## src/rtl/pmic_seq_cfg.svh

```systemverilog
// constants for the power state and sequencing controller
`ifndef PMIC_SEQ_CFG_SVH
`define PMIC_SEQ_CFG_SVH
`define OFF_GLOBAL_EN      8'h00
`define OFF_SLEEP_REQ      8'h01
`define OFF_PDN_MODE       8'h08
`define OFF_THERM_MASK     8'h0a
`define BIT_SLEEP_EN       0
`define BIT_SLEEP_REQ      1
`define BIT_SLEEP_VIA_BUS  1
`define BIT_THERM_UNMASK   4
`define RST_GLOBAL_EN      8'h00
`define RST_SLEEP_REQ      8'h00
`define RST_PDN_MODE       8'h00
`define RST_THERM_MASK     8'h10
`define CLK_HZ             50000000
`define RETRY_MS           100
`define RETRY_CYCLES       ((`CLK_HZ / 1000) * `RETRY_MS)
`endif

```

## src/rtl/pmic_seq_pkg.sv

```systemverilog
// types for the power state and sequencing controller
`default_nettype none
package pmic_seq_pkg;
    typedef enum logic [4:0] {
        ST_COLD    = 5'b00001,
        ST_ACTIVE  = 5'b00010,
        ST_SLEEP   = 5'b00100,
        ST_THERMAL = 5'b01000,
        ST_VFAULT  = 5'b10000
    } pmic_state_t;
    typedef enum logic [1:0] {
        SLP_PRIMARY   = 2'h0,
        SLP_ALTERNATE = 2'h1,
        SLP_OFF       = 2'h2
    } sleep_mode_t;
endpackage : pmic_seq_pkg
`default_nettype wire

```

## src/rtl/output_sequencer.sv

```systemverilog
// per-output trigger, turn-on delay and soft-start sequencer
`default_nettype none
module output_sequencer
    import pmic_seq_pkg::*;
#(
    parameter int DLY_W = 16,
    parameter int SS_W  = 16
) (
    input  wire logic             mclk,
    input  wire logic             rst_sync_b,
    input  wire logic             seq_start,
    input  wire logic             direct_on,
    input  wire logic             kill,
    input  wire logic             trigger,
    input  wire logic [DLY_W-1:0] turn_on_delay_field,
    input  wire logic [SS_W-1:0]  soft_start_field,
    output logic                  out_enable,
    output logic                  ramp_done
);
    // ************************************************************
    // delay then ramp counters
    // ************************************************************
    logic             armed_reg;
    logic             armed_next;
    logic [DLY_W-1:0] dly_cnt_reg;
    logic [DLY_W-1:0] dly_cnt_next;
    logic [SS_W-1:0]  ss_cnt_reg;
    logic [SS_W-1:0]  ss_cnt_next;
    logic             en_reg;
    logic             en_next;
    logic             done_reg;
    logic             done_next;

    wire dly_over = (dly_cnt_reg >= turn_on_delay_field);
    wire ss_over  = (ss_cnt_reg >= soft_start_field);
    wire go_on    = armed_reg && trigger && dly_over;

    assign armed_next   = kill ? 1'b0 : (seq_start ? 1'b1
                        : (go_on ? 1'b0 : armed_reg));
    assign dly_cnt_next = (kill || seq_start || !trigger) ? '0
                        : (armed_reg && !dly_over)
                          ? dly_cnt_reg + 1'b1 : dly_cnt_reg;
    assign en_next      = kill ? 1'b0 : (en_reg || go_on || direct_on);
    assign ss_cnt_next  = (!en_reg || kill) ? '0
                        : (ss_over ? ss_cnt_reg : ss_cnt_reg + 1'b1);
    assign done_next    = en_reg && !kill && ss_over;

    always_ff @(posedge mclk or negedge rst_sync_b) begin
        if (!rst_sync_b) begin
            armed_reg   <= 1'b0;
            dly_cnt_reg <= '0;
            en_reg      <= 1'b0;
            ss_cnt_reg  <= '0;
            done_reg    <= 1'b0;
        end else begin
            armed_reg   <= armed_next;
            dly_cnt_reg <= dly_cnt_next;
            en_reg      <= en_next;
            ss_cnt_reg  <= ss_cnt_next;
            done_reg    <= done_next;
        end
    end

    assign out_enable = en_reg;
    assign ramp_done  = done_reg;
endmodule : output_sequencer
`default_nettype wire

```

## src/rtl/pmic_state_ctrl.sv

```systemverilog
// master state machine, register port and output sequencing
`include "pmic_seq_cfg.svh"
`default_nettype none
module pmic_state_ctrl
    import pmic_seq_pkg::*;
#(
    parameter int N_BUCK = 4,
    parameter int N_OUT  = 7,
    parameter int DLY_W  = 16,
    parameter int SS_W   = 16,
    parameter int VSET_W = 6,
    parameter int RETRY_CYCLES = `RETRY_CYCLES,
    // factory trigger map: 0..N_OUT-1 = that output's ramp done,
    // N_OUT = supply ok, N_OUT+1 = external good input
    parameter logic [N_OUT*4-1:0] TRIG_SEL = '0,
    parameter logic [N_OUT*DLY_W-1:0] DLY_DEFAULT = '0,
    parameter logic [N_OUT*SS_W-1:0]  SS_DEFAULT  = '0
) (
    input  wire logic                     mclk,
    input  wire logic                     rst_b,
    input  wire logic                     supply_in_window,
    input  wire logic                     supply_below_lockout,
    input  wire logic                     over_temp,
    input  wire logic [N_OUT-1:0]         out_over_voltage,
    input  wire logic [N_OUT-1:0]         out_under_voltage,
    input  wire logic                     overvoltage_unmask,
    input  wire logic                     undervoltage_unmask,
    input  wire logic                     power_enable_pin,
    input  wire logic                     external_good_input,
    input  wire logic                     dvs_select,
    input  wire logic [N_OUT*2-1:0]       sleep_mode,
    input  wire logic [N_OUT*DLY_W-1:0]   dly_wdata,
    input  wire logic [N_OUT-1:0]         dly_we,
    input  wire logic [N_OUT*SS_W-1:0]    ss_wdata,
    input  wire logic [N_OUT-1:0]         ss_we,
    input  wire logic                     reg_wr,
    input  wire logic                     reg_rd,
    input  wire logic [7:0]               reg_addr,
    input  wire logic [7:0]               reg_wdata,
    output logic [7:0]                    reg_rdata,
    output logic                          bus_reset,
    output logic [N_OUT-1:0]              out_enable,
    output logic [N_BUCK-1:0]             buck_use_alternate,
    output logic                          thermal_shutdown_flag,
    output pmic_state_t                   state,
    output logic                          main_reset_out_b,
    output logic                          aux_reset_out_one_b,
    output logic                          aux_reset_out_two_b
);
    // ************************************************************
    // reset release
    // ************************************************************
    logic rst_s1_reg;
    logic rst_sync_b;
    always_ff @(posedge mclk or negedge rst_b) begin
        if (!rst_b) begin
            rst_s1_reg <= 1'b0;
            rst_sync_b <= 1'b0;
        end else begin
            rst_s1_reg <= 1'b1;
            rst_sync_b <= rst_s1_reg;
        end
    end

    // ************************************************************
    // state machine
    // ************************************************************
    pmic_state_t state_reg;
    pmic_state_t state_next;
    logic [31:0] retry_cnt_reg;
    logic [31:0] retry_cnt_next;
    logic        pen_reg;
    logic [7:0]  gen_reg;
    logic [7:0]  slp_reg;
    logic [7:0]  pdm_reg;
    logic [7:0]  tmk_reg;
    logic [N_OUT-1:0] ramp_done;
    logic [N_OUT-1:0] seq_en;

    wire is_cold   = (state_reg == ST_COLD);
    wire is_active = (state_reg == ST_ACTIVE);
    wire is_sleep  = (state_reg == ST_SLEEP);
    wire therm_trip = over_temp && tmk_reg[`BIT_THERM_UNMASK];
    wire ov_trip   = overvoltage_unmask && (|(out_over_voltage & out_enable));
    wire uv_trip   = undervoltage_unmask
                   && (|(out_under_voltage & ramp_done));
    wire bus_sleep_ok = pdm_reg[`BIT_SLEEP_VIA_BUS]
                      && gen_reg[`BIT_SLEEP_EN];
    wire bus_access = reg_wr && !bus_reset;
    wire sleep_write = bus_access && (reg_addr == `OFF_SLEEP_REQ)
                     && reg_wdata[`BIT_SLEEP_REQ] && bus_sleep_ok;
    wire pen_toggle = (power_enable_pin != pen_reg);
    wire retry_done = (retry_cnt_reg >= 32'(RETRY_CYCLES - 1));

    always_comb begin
        state_next = state_reg;
        if (supply_below_lockout) begin
            state_next = ST_COLD;
        end else begin
            unique case (state_reg)
                ST_COLD: begin
                    if (supply_in_window) begin
                        state_next = ST_ACTIVE;
                    end
                end
                ST_ACTIVE: begin
                    if (therm_trip) begin
                        state_next = ST_THERMAL;
                    end else if (ov_trip || uv_trip) begin
                        state_next = ST_VFAULT;
                    end else if (sleep_write) begin
                        state_next = ST_SLEEP;
                    end
                end
                ST_SLEEP: begin
                    if (therm_trip) begin
                        state_next = ST_THERMAL;
                    end else if (ov_trip || uv_trip) begin
                        state_next = ST_VFAULT;
                    end else if (pen_toggle) begin
                        state_next = ST_ACTIVE;
                    end
                end
                ST_THERMAL: begin
                    if (!over_temp || !tmk_reg[`BIT_THERM_UNMASK]) begin
                        state_next = ST_COLD;
                    end
                end
                ST_VFAULT: begin
                    if (retry_done) begin
                        state_next = ST_ACTIVE;
                    end
                end
                default: state_next = ST_COLD;
            endcase
        end
    end

    assign retry_cnt_next = (state_reg == ST_VFAULT)
                          ? retry_cnt_reg + 32'h1 : 32'h0;

    always_ff @(posedge mclk or negedge rst_sync_b) begin
        if (!rst_sync_b) begin
            state_reg     <= ST_COLD;
            retry_cnt_reg <= 32'h0;
            pen_reg       <= 1'b0;
        end else begin
            state_reg     <= state_next;
            retry_cnt_reg <= retry_cnt_next;
            pen_reg       <= power_enable_pin;
        end
    end

    // ************************************************************
    // register port
    // ************************************************************
    assign bus_reset = !(is_active || is_sleep) || is_sleep;
    wire wr_gen = bus_access && (reg_addr == `OFF_GLOBAL_EN);
    wire wr_slp = bus_access && (reg_addr == `OFF_SLEEP_REQ);
    wire wr_pdm = bus_access && (reg_addr == `OFF_PDN_MODE);
    wire wr_tmk = bus_access && (reg_addr == `OFF_THERM_MASK);

    always_ff @(posedge mclk or negedge rst_sync_b) begin
        if (!rst_sync_b) begin
            gen_reg <= `RST_GLOBAL_EN;
            slp_reg <= `RST_SLEEP_REQ;
            pdm_reg <= `RST_PDN_MODE;
            tmk_reg <= `RST_THERM_MASK;
        end else if (is_cold) begin
            gen_reg <= `RST_GLOBAL_EN;
            slp_reg <= `RST_SLEEP_REQ;
            pdm_reg <= `RST_PDN_MODE;
            tmk_reg <= `RST_THERM_MASK;
        end else begin
            gen_reg <= wr_gen ? reg_wdata : gen_reg;
            slp_reg <= wr_slp ? reg_wdata : slp_reg;
            pdm_reg <= wr_pdm ? reg_wdata : pdm_reg;
            tmk_reg <= wr_tmk ? reg_wdata : tmk_reg;
        end
    end

    wire [7:0] rd_mux =
        (reg_addr == `OFF_GLOBAL_EN)  ? gen_reg :
        (reg_addr == `OFF_SLEEP_REQ)  ? slp_reg :
        (reg_addr == `OFF_PDN_MODE)   ? pdm_reg :
        (reg_addr == `OFF_THERM_MASK) ? tmk_reg : 8'h00;

    always_ff @(posedge mclk or negedge rst_sync_b) begin
        if (!rst_sync_b) begin
            reg_rdata <= 8'h00;
        end else if (reg_rd && !bus_reset) begin
            reg_rdata <= rd_mux;
        end
    end

    assign thermal_shutdown_flag = over_temp;
    assign state = state_reg;

    // ************************************************************
    // per-output sequencing
    // ************************************************************
    wire run_state  = is_active || is_sleep;
    // outputs drop on the edge that leaves the run states
    wire run_next   = (state_next == ST_ACTIVE) || (state_next == ST_SLEEP);
    wire kill_all   = !run_next;
    wire wake_on    = is_sleep && (state_next == ST_ACTIVE);
    wire seq_launch = (state_next == ST_ACTIVE) && !is_active && !is_sleep;
    wire [N_OUT+1:0] trig_src = {external_good_input, supply_in_window,
                                 ramp_done};

    genvar gi;
    generate
        for (gi = 0; gi < N_OUT; gi++) begin : g_out
            logic [DLY_W-1:0] dly_reg;
            logic [SS_W-1:0]  ss_reg;
            wire [1:0] smode = sleep_mode[gi*2 +: 2];
            wire slp_on = (smode != 2'(SLP_OFF));
            wire [3:0] tsel = TRIG_SEL[gi*4 +: 4];
            always_ff @(posedge mclk or negedge rst_sync_b) begin
                if (!rst_sync_b) begin
                    dly_reg <= '0;
                    ss_reg  <= '0;
                end else if (is_cold) begin
                    dly_reg <= DLY_DEFAULT[gi*DLY_W +: DLY_W];
                    ss_reg  <= SS_DEFAULT[gi*SS_W +: SS_W];
                end else begin
                    if (dly_we[gi]) dly_reg <= dly_wdata[gi*DLY_W +: DLY_W];
                    if (ss_we[gi])  ss_reg  <= ss_wdata[gi*SS_W +: SS_W];
                end
            end
            output_sequencer #(
                .DLY_W (DLY_W),
                .SS_W  (SS_W)
            ) u_seq (
                .mclk                (mclk),
                .rst_sync_b          (rst_sync_b),
                .seq_start           (seq_launch),
                .direct_on           (wake_on),
                .kill                (kill_all || (is_active
                                      && state_next == ST_SLEEP && !slp_on)),
                .trigger             (trig_src[tsel]),
                .turn_on_delay_field (dly_reg),
                .soft_start_field    (ss_reg),
                .out_enable          (seq_en[gi]),
                .ramp_done           (ramp_done[gi])
            );
            if (gi < N_BUCK) begin : g_buck
                assign buck_use_alternate[gi] = is_sleep
                    ? (smode == 2'(SLP_ALTERNATE)) : dvs_select;
            end
        end
    endgenerate

    assign out_enable = seq_en;
    assign main_reset_out_b    = run_state;
    assign aux_reset_out_one_b = run_state;
    assign aux_reset_out_two_b = run_state;
endmodule : pmic_state_ctrl
`default_nettype wire

```

## config.mk

```make
export PLATFORM = sky130hd
export DESIGN_NAME = pmic_state_ctrl
export DESIGN_NICKNAME = d
export VERILOG_FILES = /design/src/rtl/pmic_seq_pkg.sv /design/src/rtl/output_sequencer.sv /design/src/rtl/pmic_state_ctrl.sv
export VERILOG_INCLUDE_DIRS = /design/src /design/src/rtl
export SDC_FILE = /design/constraint.sdc
export NUM_CORES = 1
export LEC_CHECK = 0
export BUFFER_PORTS_ARGS = -buffer_cell sky130_fd_sc_hd__buf_2
export CORE_ASPECT_RATIO = 0.8
export CORE_MARGIN = 2
export CORE_UTILIZATION = 35
export CTS_CLUSTER_SIZE = 10
export DETAILED_ROUTE_END_ITERATION = 8
export PLACE_DENSITY = 0.49
export SYNTH_ARGS = -nofsm -noshare
export SYNTH_HDL_FRONTEND = slang
export SYNTH_SLANG_ARGS = --single-unit
```

## constraint.sdc

```tcl
create_clock -name mclk -period 18.84 [get_ports mclk]
set_clock_uncertainty 0.05 [all_clocks]
set_input_delay 2.826 -clock mclk [delete_from_list [all_inputs] [get_ports mclk]]
set_output_delay 2.826 -clock mclk [all_outputs]
set_load 0.03 [all_outputs]
```

---- After elaboration in Yosys (flattened, before gate mapping) ----
Cells that the tools add are included.
storage, ports and cells
  output and inout bits ................... 29
  bits of input ports ..................... 294
  register bits ........................... 549
operators by class
  mux-type cells .......................... 112
  add/subtract/negate cells ............... 15
  equality and inequality tests ........... 29
  $lt $le $gt $ge ......................... 15
  bitwise gates (word level) .............. 2
  reduce and logical (&&, ||, !) cells .... 176
operator list
  kind                                                                     number
  16-bit 2-to-1 mux                                                        56
  16-bit by 1-bit adder with 16-bit output, second input constant          14
  16-bit >= comparator                                                     14
  8-bit 2-to-1 mux                                                         12
  1-bit logical AND                                                        58
  5-bit 2-to-1 mux                                                         10
  2-bit nonzero test                                                       25
  1-bit logical OR                                                         47
  1-bit zero test                                                          36
  32-bit by 1-bit adder with 32-bit output, second input constant          1
  32-bit by 23-bit >= comparator with 1-bit output, second input constant  1
  1-bit 2-to-1 mux                                                         32
  32-bit 2-to-1 mux                                                        1
  2-bit != test, second input constant                                     14
  5-bit case mux with 5 select lines                                       1
  3-bit nonzero test                                                       7
  8-bit by 4-bit equality test with 1-bit output, second input constant    2
  7-bit AND                                                                2
  7-bit OR reduction                                                       2
  5-bit by 2-bit equality test with 1-bit output, second input constant    2
  5-bit by 3-bit equality test with 1-bit output, second input constant    2
  2-bit by 1-bit equality test with 1-bit output, second input constant    4
  8-bit by 1-bit equality test with 1-bit output, second input constant    1
  8-bit zero test                                                          1
  other kinds (4)                                                          4

---- Longest topological paths before layout ----
Gate-level depths: netlist of the first run.
  word-level depth ........................ 21
  mapped depth ............................ 13
  depth with buffers taken out ............ 10

---- Hierarchy ----
Synthesis of the first run repeated with hierarchy kept, for this count alone.
second synthesis, totals
  cells, all modules ...................... 3,327
  area total of the unflattened synthesis .. 31,506.5 um^2
modules (own cells, without submodules)
  module            area an instance (um^2)  sequential area each (um^2)  instances  cells each
  output_sequencer  2,623.8                  875.8                        7          308
  pmic_state_ctrl   13,140.1                 7,609.8                      1          1,171

---- Worst setup path before layout of the first run ----
OpenSTA, ideal clock, no wires.
  path kind ............................... input -> output
  start ................................... input sleep_mode[1]
  end ..................................... output buck_use_alternate[0]
  stages on the path ...................... 2
  slack ................................... 12.338 ns
  arrival ................................. 3.626 ns
  buffers on the path ..................... 0
  cells stage by stage .................... nand2b_1 -> o21ai_0
on the way
  longest elaborated chain between the ends .. 2
RTL lines
  element                                         RTL line                source
  from (decl)                                     pmic_state_ctrl.sv:31   input wire logic [N_OUT*2-1:0] sleep_mode,
  2-bit by 1-bit equality test with 1-bit output  pmic_state_ctrl.sv:249  ? (smode == 2'(SLP_ALTERNATE)) : dvs_select;
  1-bit 2-to-1 mux                                pmic_state_ctrl.sv:249
  to (decl)                                       pmic_state_ctrl.sv:43   output logic [N_BUCK-1:0] buck_use_alternate,
Every way passes these cells.

---- Worst setup path after layout of the first run ----
Ends and elaborated chain as after synthesis.

==> reports/results.ini, run 1 <==
[global_route]
grt_pass1_wl_mm = 126
antenna_found_initial = 14
overflow = 0
grt_max_degree = 145
grt_pass1_vias = 22500
grtUsageTotal = 0.177

[yosys]
synth_top_family_by_area = simple AND/OR/NAND/NOR gates
synthAdderAreaFrac = 0.0984
netlist_area_mm2 = 0.0304
ys_warn_count = 0
synth-seq-cells = 549
async_flop_share = 1.00
syn_area_per_cell_um2 = 9.68
synth_xor_area_frac = 0.0582
synthSimpleGateAreaFrac = 0.178
ys_types = 71
synth_compound_area_frac = 0.0736
synth_cells = 3140
yosysSeqAreaShare = 0.452
synth_edf_count = 0
muxShareOfSynthArea = 0.0912
syn-num-nets = 3673
ys.flop_type = dfrtp_1

[routing]
dr.pass1.iters = 6
via_per_inst = 4.92
postRouteWirelength_mm = 78.1
routedWlPerCell_um = 17.0
via_count = 22600
drtIter0Drc = 1235
ant_nets = 0
drc_errors = 0

[timing]
rsz0062_at_grt = false
max-slew-margin-rel = 0.189
hold_violations = 0
max_freq_ghz = 0.149
setup_slack_ps = 12140
min_period_over_period = 0.356
tightest_slew_ps = 1210
maxSlewViolCount = 0
finalSetupViolCount = 0
fin_crit_ps = 6700
totalNegativeSetupSlack_ps = 0

[placement]
pre_cts_slack_ps = 11920
dp_hpwl_mm = 56.7
place.gp.congestion = 0.789
numPortBuffers = 321

[cells_and_area]
multi_input_area_mm2 = 0.0152
final_layout_size_suffix_gt1_frac = 0.133
syn_to_final_growth_pct = 15.5
final_common_cell = dfrtp_1
nets = 3970
fill_cells = 8519
final_cell_mix = dfrtp_1, nor2_1, buf_2, mux2i_1, inv_1
ff_latch_area_mm2 = 0.0137

[clock_network]
cts-resized-gates = 0
clock_latency_ps = 610
tritoncts = done
cts_root_buf = clkbuf_16
post-cts-setup-buffers = 0
htreeDepth = 3
cts_buffers = 68
clkSinkCount = 549
cts_buffer_depth = 3
postCtsHoldBufs = 0
path_clk_slew_ps = 60

[worst_setup_path]
cp-start-kind = input pin
cp_max_fo = 2
arrival_ps = 3820
cp.required_ps = 15960
critical_path_class = input pin to primary output
end_kind = primary output

[die]
fp.dieH_um = 268
initial_core_util = 0.354
fp.dieArea_mm2 = 0.0893
die_w_um = 334
core_area_mm2 = 0.0859
io_pins = 323
rows = 96

[power]
max-vdd-ir-drop_mv = 0.0545
leakage_nw = 16.2
p_per_area_mw_per_mm2 = 81.1

[job]
maxCapViolations = 0

[min_path]
hp-class = flip-flop to flip-flop

[run_status]
outcome = complete, no violations

report_power, final:
group,leakage [nW],switching (mW),internal (mW)
Sequential,7.57,0.0312,1.23
Combinational,7.67,0.236,0.136
Clock,0.969,0.502,0.712
Total,16.2,0.769,2.08
final timing paths:
path	startpoint	to	slack, ps	depth (start not counted)
worst min-delay path	rst_s1_reg$_DFF_PN0_	rst_sync_b$_DFF_PN0_	300	0
min in group asynchronous	rst_sync_b$_DFF_PN0_	gen_reg[3]$_DFFE_PN0P_	310	0
worst min register to register	rst_s1_reg$_DFF_PN0_	rst_sync_b$_DFF_PN0_	300	0
worst max-delay path	sleep_mode[1]	buck_use_alternate[0]	12140	4
worst max register to register	g_out[4].u_seq.out_enable$_DFF_PN0_	g_out[2].u_seq.dly_cnt_reg[13]$_DFFE_PN0P_	14250	9
max in group asynchronous	rst_sync_b$_DFF_PN0_	g_out[1].u_seq.dly_cnt_reg[3]$_DFFE_PN0P_	15390	3
area by class of cell:
type	count	area share
multi-input combinational	2216	0.433
sequential	549	0.391
clock buffer	99	0.0559
timing repair buffer	343	0.0508
tap	1127	0.0402
inverter	259	0.0277
clock inverter	3	0.000641
antenna	3	0.000214
stage by stage:
stage | util | area (um2) | instances | hold slack (ps) | power [mW]
floorplan | - | 30400 | 3140 | 281 | 1.53
global placement | 0.386 | 33100 | 4494 | 296 | 1.66
detailed placement | 0.386 | 33100 | 4494 | 294 | 1.66
CTS | 0.409 | 35100 | 4596 | 307 | 2.91
global route | 0.409 | 35100 | 4596 | 319 | 3.01
finish | 0.409 | 35100 | 4599 | 305 | 2.85
kinds of logic (layout without fill, tap and decap cells):
family / count (synthesis) / after routing
and+or+nand+nor: 1143 / 1143
DFF: 549 / 549
buffers and inverters: 375 / 704
AOI/OAI and AO/OA: 354 / 354
muxes: 277 / 277
adders and majority gates: 239 / 239
xor gates and xnor gates: 202 / 202
other: 1 / 4
synthesized netlist by cell type (14+ instances only):
library cell    n  area, um2
a21o_1         44        330
nor4_1         14       87.6
xor2_1        117       1020
ha_1          239       2990
nor3_1         43        215
a211oi_1       19        143
dfrtp_1       547      13700
and3_1         55        344
nor2_1        531       1990
or3_1          44        275
xnor2_1        85        744
a21oi_1       104        521
inv_1         258        968
o21ai_0        97        485
nand3_1        97        485
nor2b_1        16        100
and2_1         14       87.6
mux2i_1       277       2770
buf_1          17       63.8
nand2b_1       20        125
nand2_1       141        529
nand4_1       103        644
clkbuf_1       72        270
worst max-delay path: stages:
cell and delay [ps]:
buf_2 100, nand2b_1 350, o21ai_0 290, buf_2 250
per-layer routing:
layer / track usage / share of wire
met2: 0.260 / 0.42
met5: 0 / 0.0013
met4: 0.0415 / 0.018
met3: 0.0405 / 0.051
met1: 0.263 / 0.51
Power figures use the tool's default switching activity.
==> run 2: changes to the inputs <==
- clock period: 18.84 -> 6.9 ns (I/O delays scaled with it)
==> run 2 against run 1 <==
Final area up 0.17%. Setup slack worse by 9700 ps. Clock power rose to 2.8 times the previous value. Critical path type is now flip-flop to primary output.
==> reports/results.ini, run 2 (synthesis gave the netlist of run 1 again) <==
[global_route]
grtUsageTotal = 0.178
antenna_found_initial = 12
grt_pass1_vias = 22400
grt_max_degree = 180
grt_pass1_wl_mm = 127
overflow = 0

[worst_setup_path]
path_cells = nor3_1, nand3b_1, nand2_1, o21ai_0, buf_2
path_buf_inv = 1
critical_path_class = flip-flop to primary output
crit_family = simple AND/OR/NAND/NOR gates
arrival_ps = 3380
cp.required_ps = 5810
cp-start-kind = flip-flop
end_kind = primary output
cp_slowest_cell = nand2_1
slowest_delay_ps = 810
cp_max_fo = 11

[clock_network]
cts-resized-gates = 0
path_clk_slew_ps = 60
cts_root_buf = clkbuf_16
tritoncts = done
post-cts-setup-buffers = 0
clock_latency_ps = 610
cts_buffers = 68
cts_buffer_depth = 3
clkSinkCount = 549
htreeDepth = 3
postCtsHoldBufs = 0

[die]
core_area_mm2 = 0.0859
io_pins = 323
fp.dieArea_mm2 = 0.0893
initial_core_util = 0.354
rows = 96
fp.dieH_um = 268
die_w_um = 334

[power]
max-vdd-ir-drop_mv = 0.155
p_switching_mw = 2.13
power.internal_mw = 5.71
leakage_nw = 16.2
fin_total_pwr_mw = 7.84
clkPwrFrac = 0.429
sequentialPowerShare = 0.439
swShare = 0.272
comb_power_share = 0.132
p_per_area_mw_per_mm2 = 223

[timing]
max_freq_ghz = 0.224
tightest_slew_ps = 1050
maxSlewViolCount = 0
max-slew-margin-rel = 0.296
fin_crit_ps = 4460
min_period_over_period = 0.647
finalSetupViolCount = 0
hold-worst-slack_ps = 144
rsz0062_at_grt = false
totalNegativeSetupSlack_ps = 0
hold_violations = 0
setup_slack_ps = 2440

[routing]
dr.pass1.iters = 5
ant_nets = 0
postRouteWirelength_mm = 78.7
routedWlPerCell_um = 17.1
via_per_inst = 4.91
via_count = 22600
drtIter0Drc = 1246
drc_errors = 0

[cells_and_area]
syn_to_final_growth_pct = 15.7
final_common_cell = dfrtp_1
postLayoutCoreUtil = 0.410
fill_cells = 8573
final_cell_area_mm2 = 0.0352
final_layout_size_suffix_gt1_frac = 0.133
nets = 3967
final_cell_mix = dfrtp_1, nor2_1, buf_2, mux2i_1, inv_1
finalNonFillerCells = 4599

[placement]
dp_hpwl_mm = 56.8
post_dp_cell_area_mm2 = 0.0331
dp.cells = 4491
numPortBuffers = 321
pre_cts_slack_ps = 1780
place.gp.congestion = 0.773

[run_status]
outcome = complete, no violations

[min_path]
hp-class = input pin to asynchronous set/reset pin

[job]
maxCapViolations = 0

## run 2: cell count changes in the layout (fill, tap and decap cells not counted), sizes merged
cell	before	now
inv	259	262
diode	3	2
bufinv	0	1
clkinv	3	4
clkbuf	99	98
buf	343	340
## run 2: per-layer routing
metal	part of all wire	vias up	global-route usage
met5	0.0012	-	0
li1	-	11400	-
met1	0.51	10800	0.263
met2	0.42	347	0.265
met3	0.051	106	0.0429
met4	0.016	14	0.0345
## run 2: worst paths after layout
kind | from | end | slack [ps] | cells past startpoint
worst min register to register | rst_sync_b$_DFF_PN0_ | g_out[6].ss_reg[12]$_DFFE_PN0P_ | 180 | 0
min in group mclk | rst_s1_reg$_DFF_PN0_ | rst_sync_b$_DFF_PN0_ | 300 | 0
worst min-delay path | rst_b | rst_s1_reg$_DFF_PN0_ | 140 | 1
worst max register to register | g_out[4].u_seq.out_enable$_DFF_PN0_ | g_out[2].u_seq.dly_cnt_reg[13]$_DFFE_PN0P_ | 2610 | 9
worst max-delay path | state[1]$_DFF_PN0_ | buck_use_alternate[3] | 2440 | 5
max in group asynchronous | rst_sync_b$_DFF_PN0_ | g_out[6].dly_reg[13]$_DFFE_PN0P_ | 4690 | 2
## run 2: power by group through the flow
stage | sequential (mW) | clock, mW | combinational [mW]
global placement | 3.50 | 0 | 1.05
detailed placement | 3.50 | 0 | 1.05
global route | 3.46 | 3.64 | 1.18
CTS | 3.44 | 3.52 | 1.06
finish | 3.44 | 3.37 | 1.03
floorplan | 3.52 | 0 | 0.664
## run 2: cell type report
class / count / area [um2] / share of cell area
sequential: 549 / 13700 / 0.391
timing repair buffer: 340 / 1800 / 0.0512
antenna: 2 / 5.00 / 0.000142
tap: 1127 / 1410 / 0.0401
clock buffer: 98 / 1940 / 0.0551
multi-input combinational: 2216 / 15200 / 0.433
inverter: 259 / 972 / 0.0276
clock inverter: 8 / 91.3 / 0.00260
==> run 3: changes to the inputs <==
- clock period: 6.9 -> 4.24 ns (I/O delays scaled with it)
==> run 3 against run 2 <==
Power is 63% higher. Routed wire length is 1.8% higher. Setup slack worse by 2000 ps. Clock power is 63% higher. Sequential share of layout area is 0.39 points lower. Global-route usage is 0.24 points higher. Register-to-register slack worse by 2200 ps. Critical path depth is 3 higher. Sequential power is 63% higher. Largest cell class unchanged. Critical endpoint is now g_out[5].u_seq.dly_cnt_reg[1]$_DFFE_PN0P_. Final area is 1.0% higher. Clock-buffer cell count is 1 lower. Non-clock buffer count is 35 higher.
==> reports/results.ini, run 3 (synthesis gave the netlist of run 1 again) <==
[cells_and_area]
finalNonFillerCells = 4633
nets = 4002
syn_to_final_growth_pct = 16.9
postLayoutCoreUtil = 0.414
final_layout_size_suffix_gt1_frac = 0.141
final_common_cell = dfrtp_1
n_antenna_cell = 0
final_cell_area_mm2 = 0.0355
final_cell_mix = dfrtp_1, nor2_1, buf_2, mux2i_1, inv_1

[routing]
ant_nets = 0
via_per_inst = 4.92
routedWlPerCell_um = 17.3
drtIter0Drc = 1154
dr.pass1.iters = 5
via_count = 22800
postRouteWirelength_mm = 80.1
drc_errors = 0

[clock_network]
cts_buffer_depth = 3
path_clk_slew_ps = 60
cts-resized-gates = 0
tritoncts = done
htreeDepth = 3
cts_buffers = 68
clkSinkCount = 549
cts_root_buf = clkbuf_16
clock_latency_ps = 620

[power]
fin_total_pwr_mw = 12.8
comb_power_share = 0.133
p_switching_mw = 3.50
swShare = 0.274
power.internal_mw = 9.28
sequentialPowerShare = 0.439
max-vdd-ir-drop_mv = 0.231
leakage_nw = 16.4
clkPwrFrac = 0.429
p_per_area_mw_per_mm2 = 360

[worst_setup_path]
r2r_cells = 8
critical_path_class = flip-flop to flip-flop
crit_cells = 8
crit_family = compound AO/OA/AOI/OAI gates
cp_max_fo = 16
cp_slowest_cell = a222oi_1
cp-start-kind = flip-flop
cp.required_ps = 4670
path_cells = a222oi_1, nand3_1, a2111oi_0, o211a_1, and4bb_1, and3_1, a21bo_4, nor2_1
reg2reg_slack_ps = 420
slowest_delay_ps = 850
r2r_start = g_out[0].u_seq.ramp_done$_DFF_PN0_
reg2reg_to = g_out[5].u_seq.dly_cnt_reg[1]$_DFFE_PN0P_
arrival_ps = 4260
path_buf_inv = 0
end_kind = flip-flop

[global_route]
antenna_found_initial = 8
grt_pass1_wl_mm = 128
overflow = 0
grtUsageTotal = 0.181
grt_pass1_vias = 22700
grt_max_degree = 140

[min_path]
holdPathEnd = pen_reg$_DFF_PN0_
worstHoldStart = power_enable_pin
worstHoldPathCells = 1
hp-class = input pin to flip-flop

[die]
fp.dieArea_mm2 = 0.0893
core_area_mm2 = 0.0859
fp.dieH_um = 268
initial_core_util = 0.354
io_pins = 323
rows = 96
die_w_um = 334

[timing]
setup_slack_ps = 417
fin_crit_ps = 3820
tightest_slew_ps = 1110
max_freq_ghz = 0.262
max-slew-margin-rel = 0.253
min_period_over_period = 0.902
finalSetupViolCount = 0
maxSlewViolCount = 0
rsz0062_at_grt = false
hold_violations = 0

[placement]
place.gp.congestion = 0.789
post_dp_cell_area_mm2 = 0.0335
dp_hpwl_mm = 58.8
dp.cells = 4525
pre_cts_slack_ps = 18.0
numPortBuffers = 321

[run_status]
outcome = complete, no violations

[job]
maxCapViolations = 0

-- run 3: worst reg2reg max path: cells and delay by family, from the launching register on --
kind	cells	cell delay (ps)
compound gates	4	2120
simple gates	4	1020
flops	1	500
-- run 3: how the worst max path moves through the flow --
stage | startpoint | slack [ps] | to
after floorplan | rst_sync_b$_DFF_PN0_ | -1150 | g_out[0].dly_reg[0]$_DFFE_PN0P_
after global placement | reg_addr[1] | 140 | g_out[5].u_seq.ss_cnt_reg[14]$_DFFE_PN0P_
after detailed placement | reg_addr[1] | 20 | g_out[5].u_seq.ss_cnt_reg[4]$_DFFE_PN0P_
after CTS | g_out[1].u_seq.out_enable$_DFF_PN0_ | 460 | g_out[5].u_seq.ss_cnt_reg[4]$_DFFE_PN0P_
after global routing | g_out[1].u_seq.out_enable$_DFF_PN0_ | 100 | g_out[5].u_seq.ss_cnt_reg[2]$_DFFE_PN0P_
final | g_out[0].u_seq.ramp_done$_DFF_PN0_ | 420 | g_out[5].u_seq.dly_cnt_reg[1]$_DFFE_PN0P_
-- run 3: per-layer routing --
metal / vias to the layer above / part of all wire / wire (um) / global-route usage
li1: 11400 / - / - / -
met1: 10900 / 0.51 / 41000 / 0.269
met2: 385 / 0.42 / 33400 / 0.266
met3: 106 / 0.051 / 4110 / 0.0380
met4: 10 / 0.019 / 1500 / 0.0427
met5: - / 0.00085 / 68 / 0
-- run 3: through the flow --
stage               setup TNS [ps]  hold WS, ps
floorplan                  -624680          281
global placement                 0          284
detailed placement               0          287
CTS                              0          111
global route                     0          121
finish                           0          161
-- run 3: final cells by class --
class | instances | area, um2
clock buffers | 97 | 1880
clock inverters | 10 | 123
fillers | 8577 | 50400
inverters | 259 | 972
multi-input cells | 2216 | 15200
flip-flops and latches | 549 | 13700
well taps | 1127 | 1410
repair buffers | 375 | 2190
-- run 3: repair_timing --
action	CTS	global route
hold buffers	1	0
setup buffers	0	0
endpoints found under the hold margin	2	0
endpoints found under the setup margin	0	0
-- run 3: power by group through the flow --
stage / Clock, mW / Combinational, mW / Sequential [mW]
after floorplan: 0 / 1.08 / 5.72
after global placement: 0 / 1.72 / 5.70
after detailed placement: 0 / 1.73 / 5.70
after CTS: 5.69 / 1.74 / 5.61
after global routing: 5.89 / 1.93 / 5.64
final: 5.48 / 1.69 / 5.61
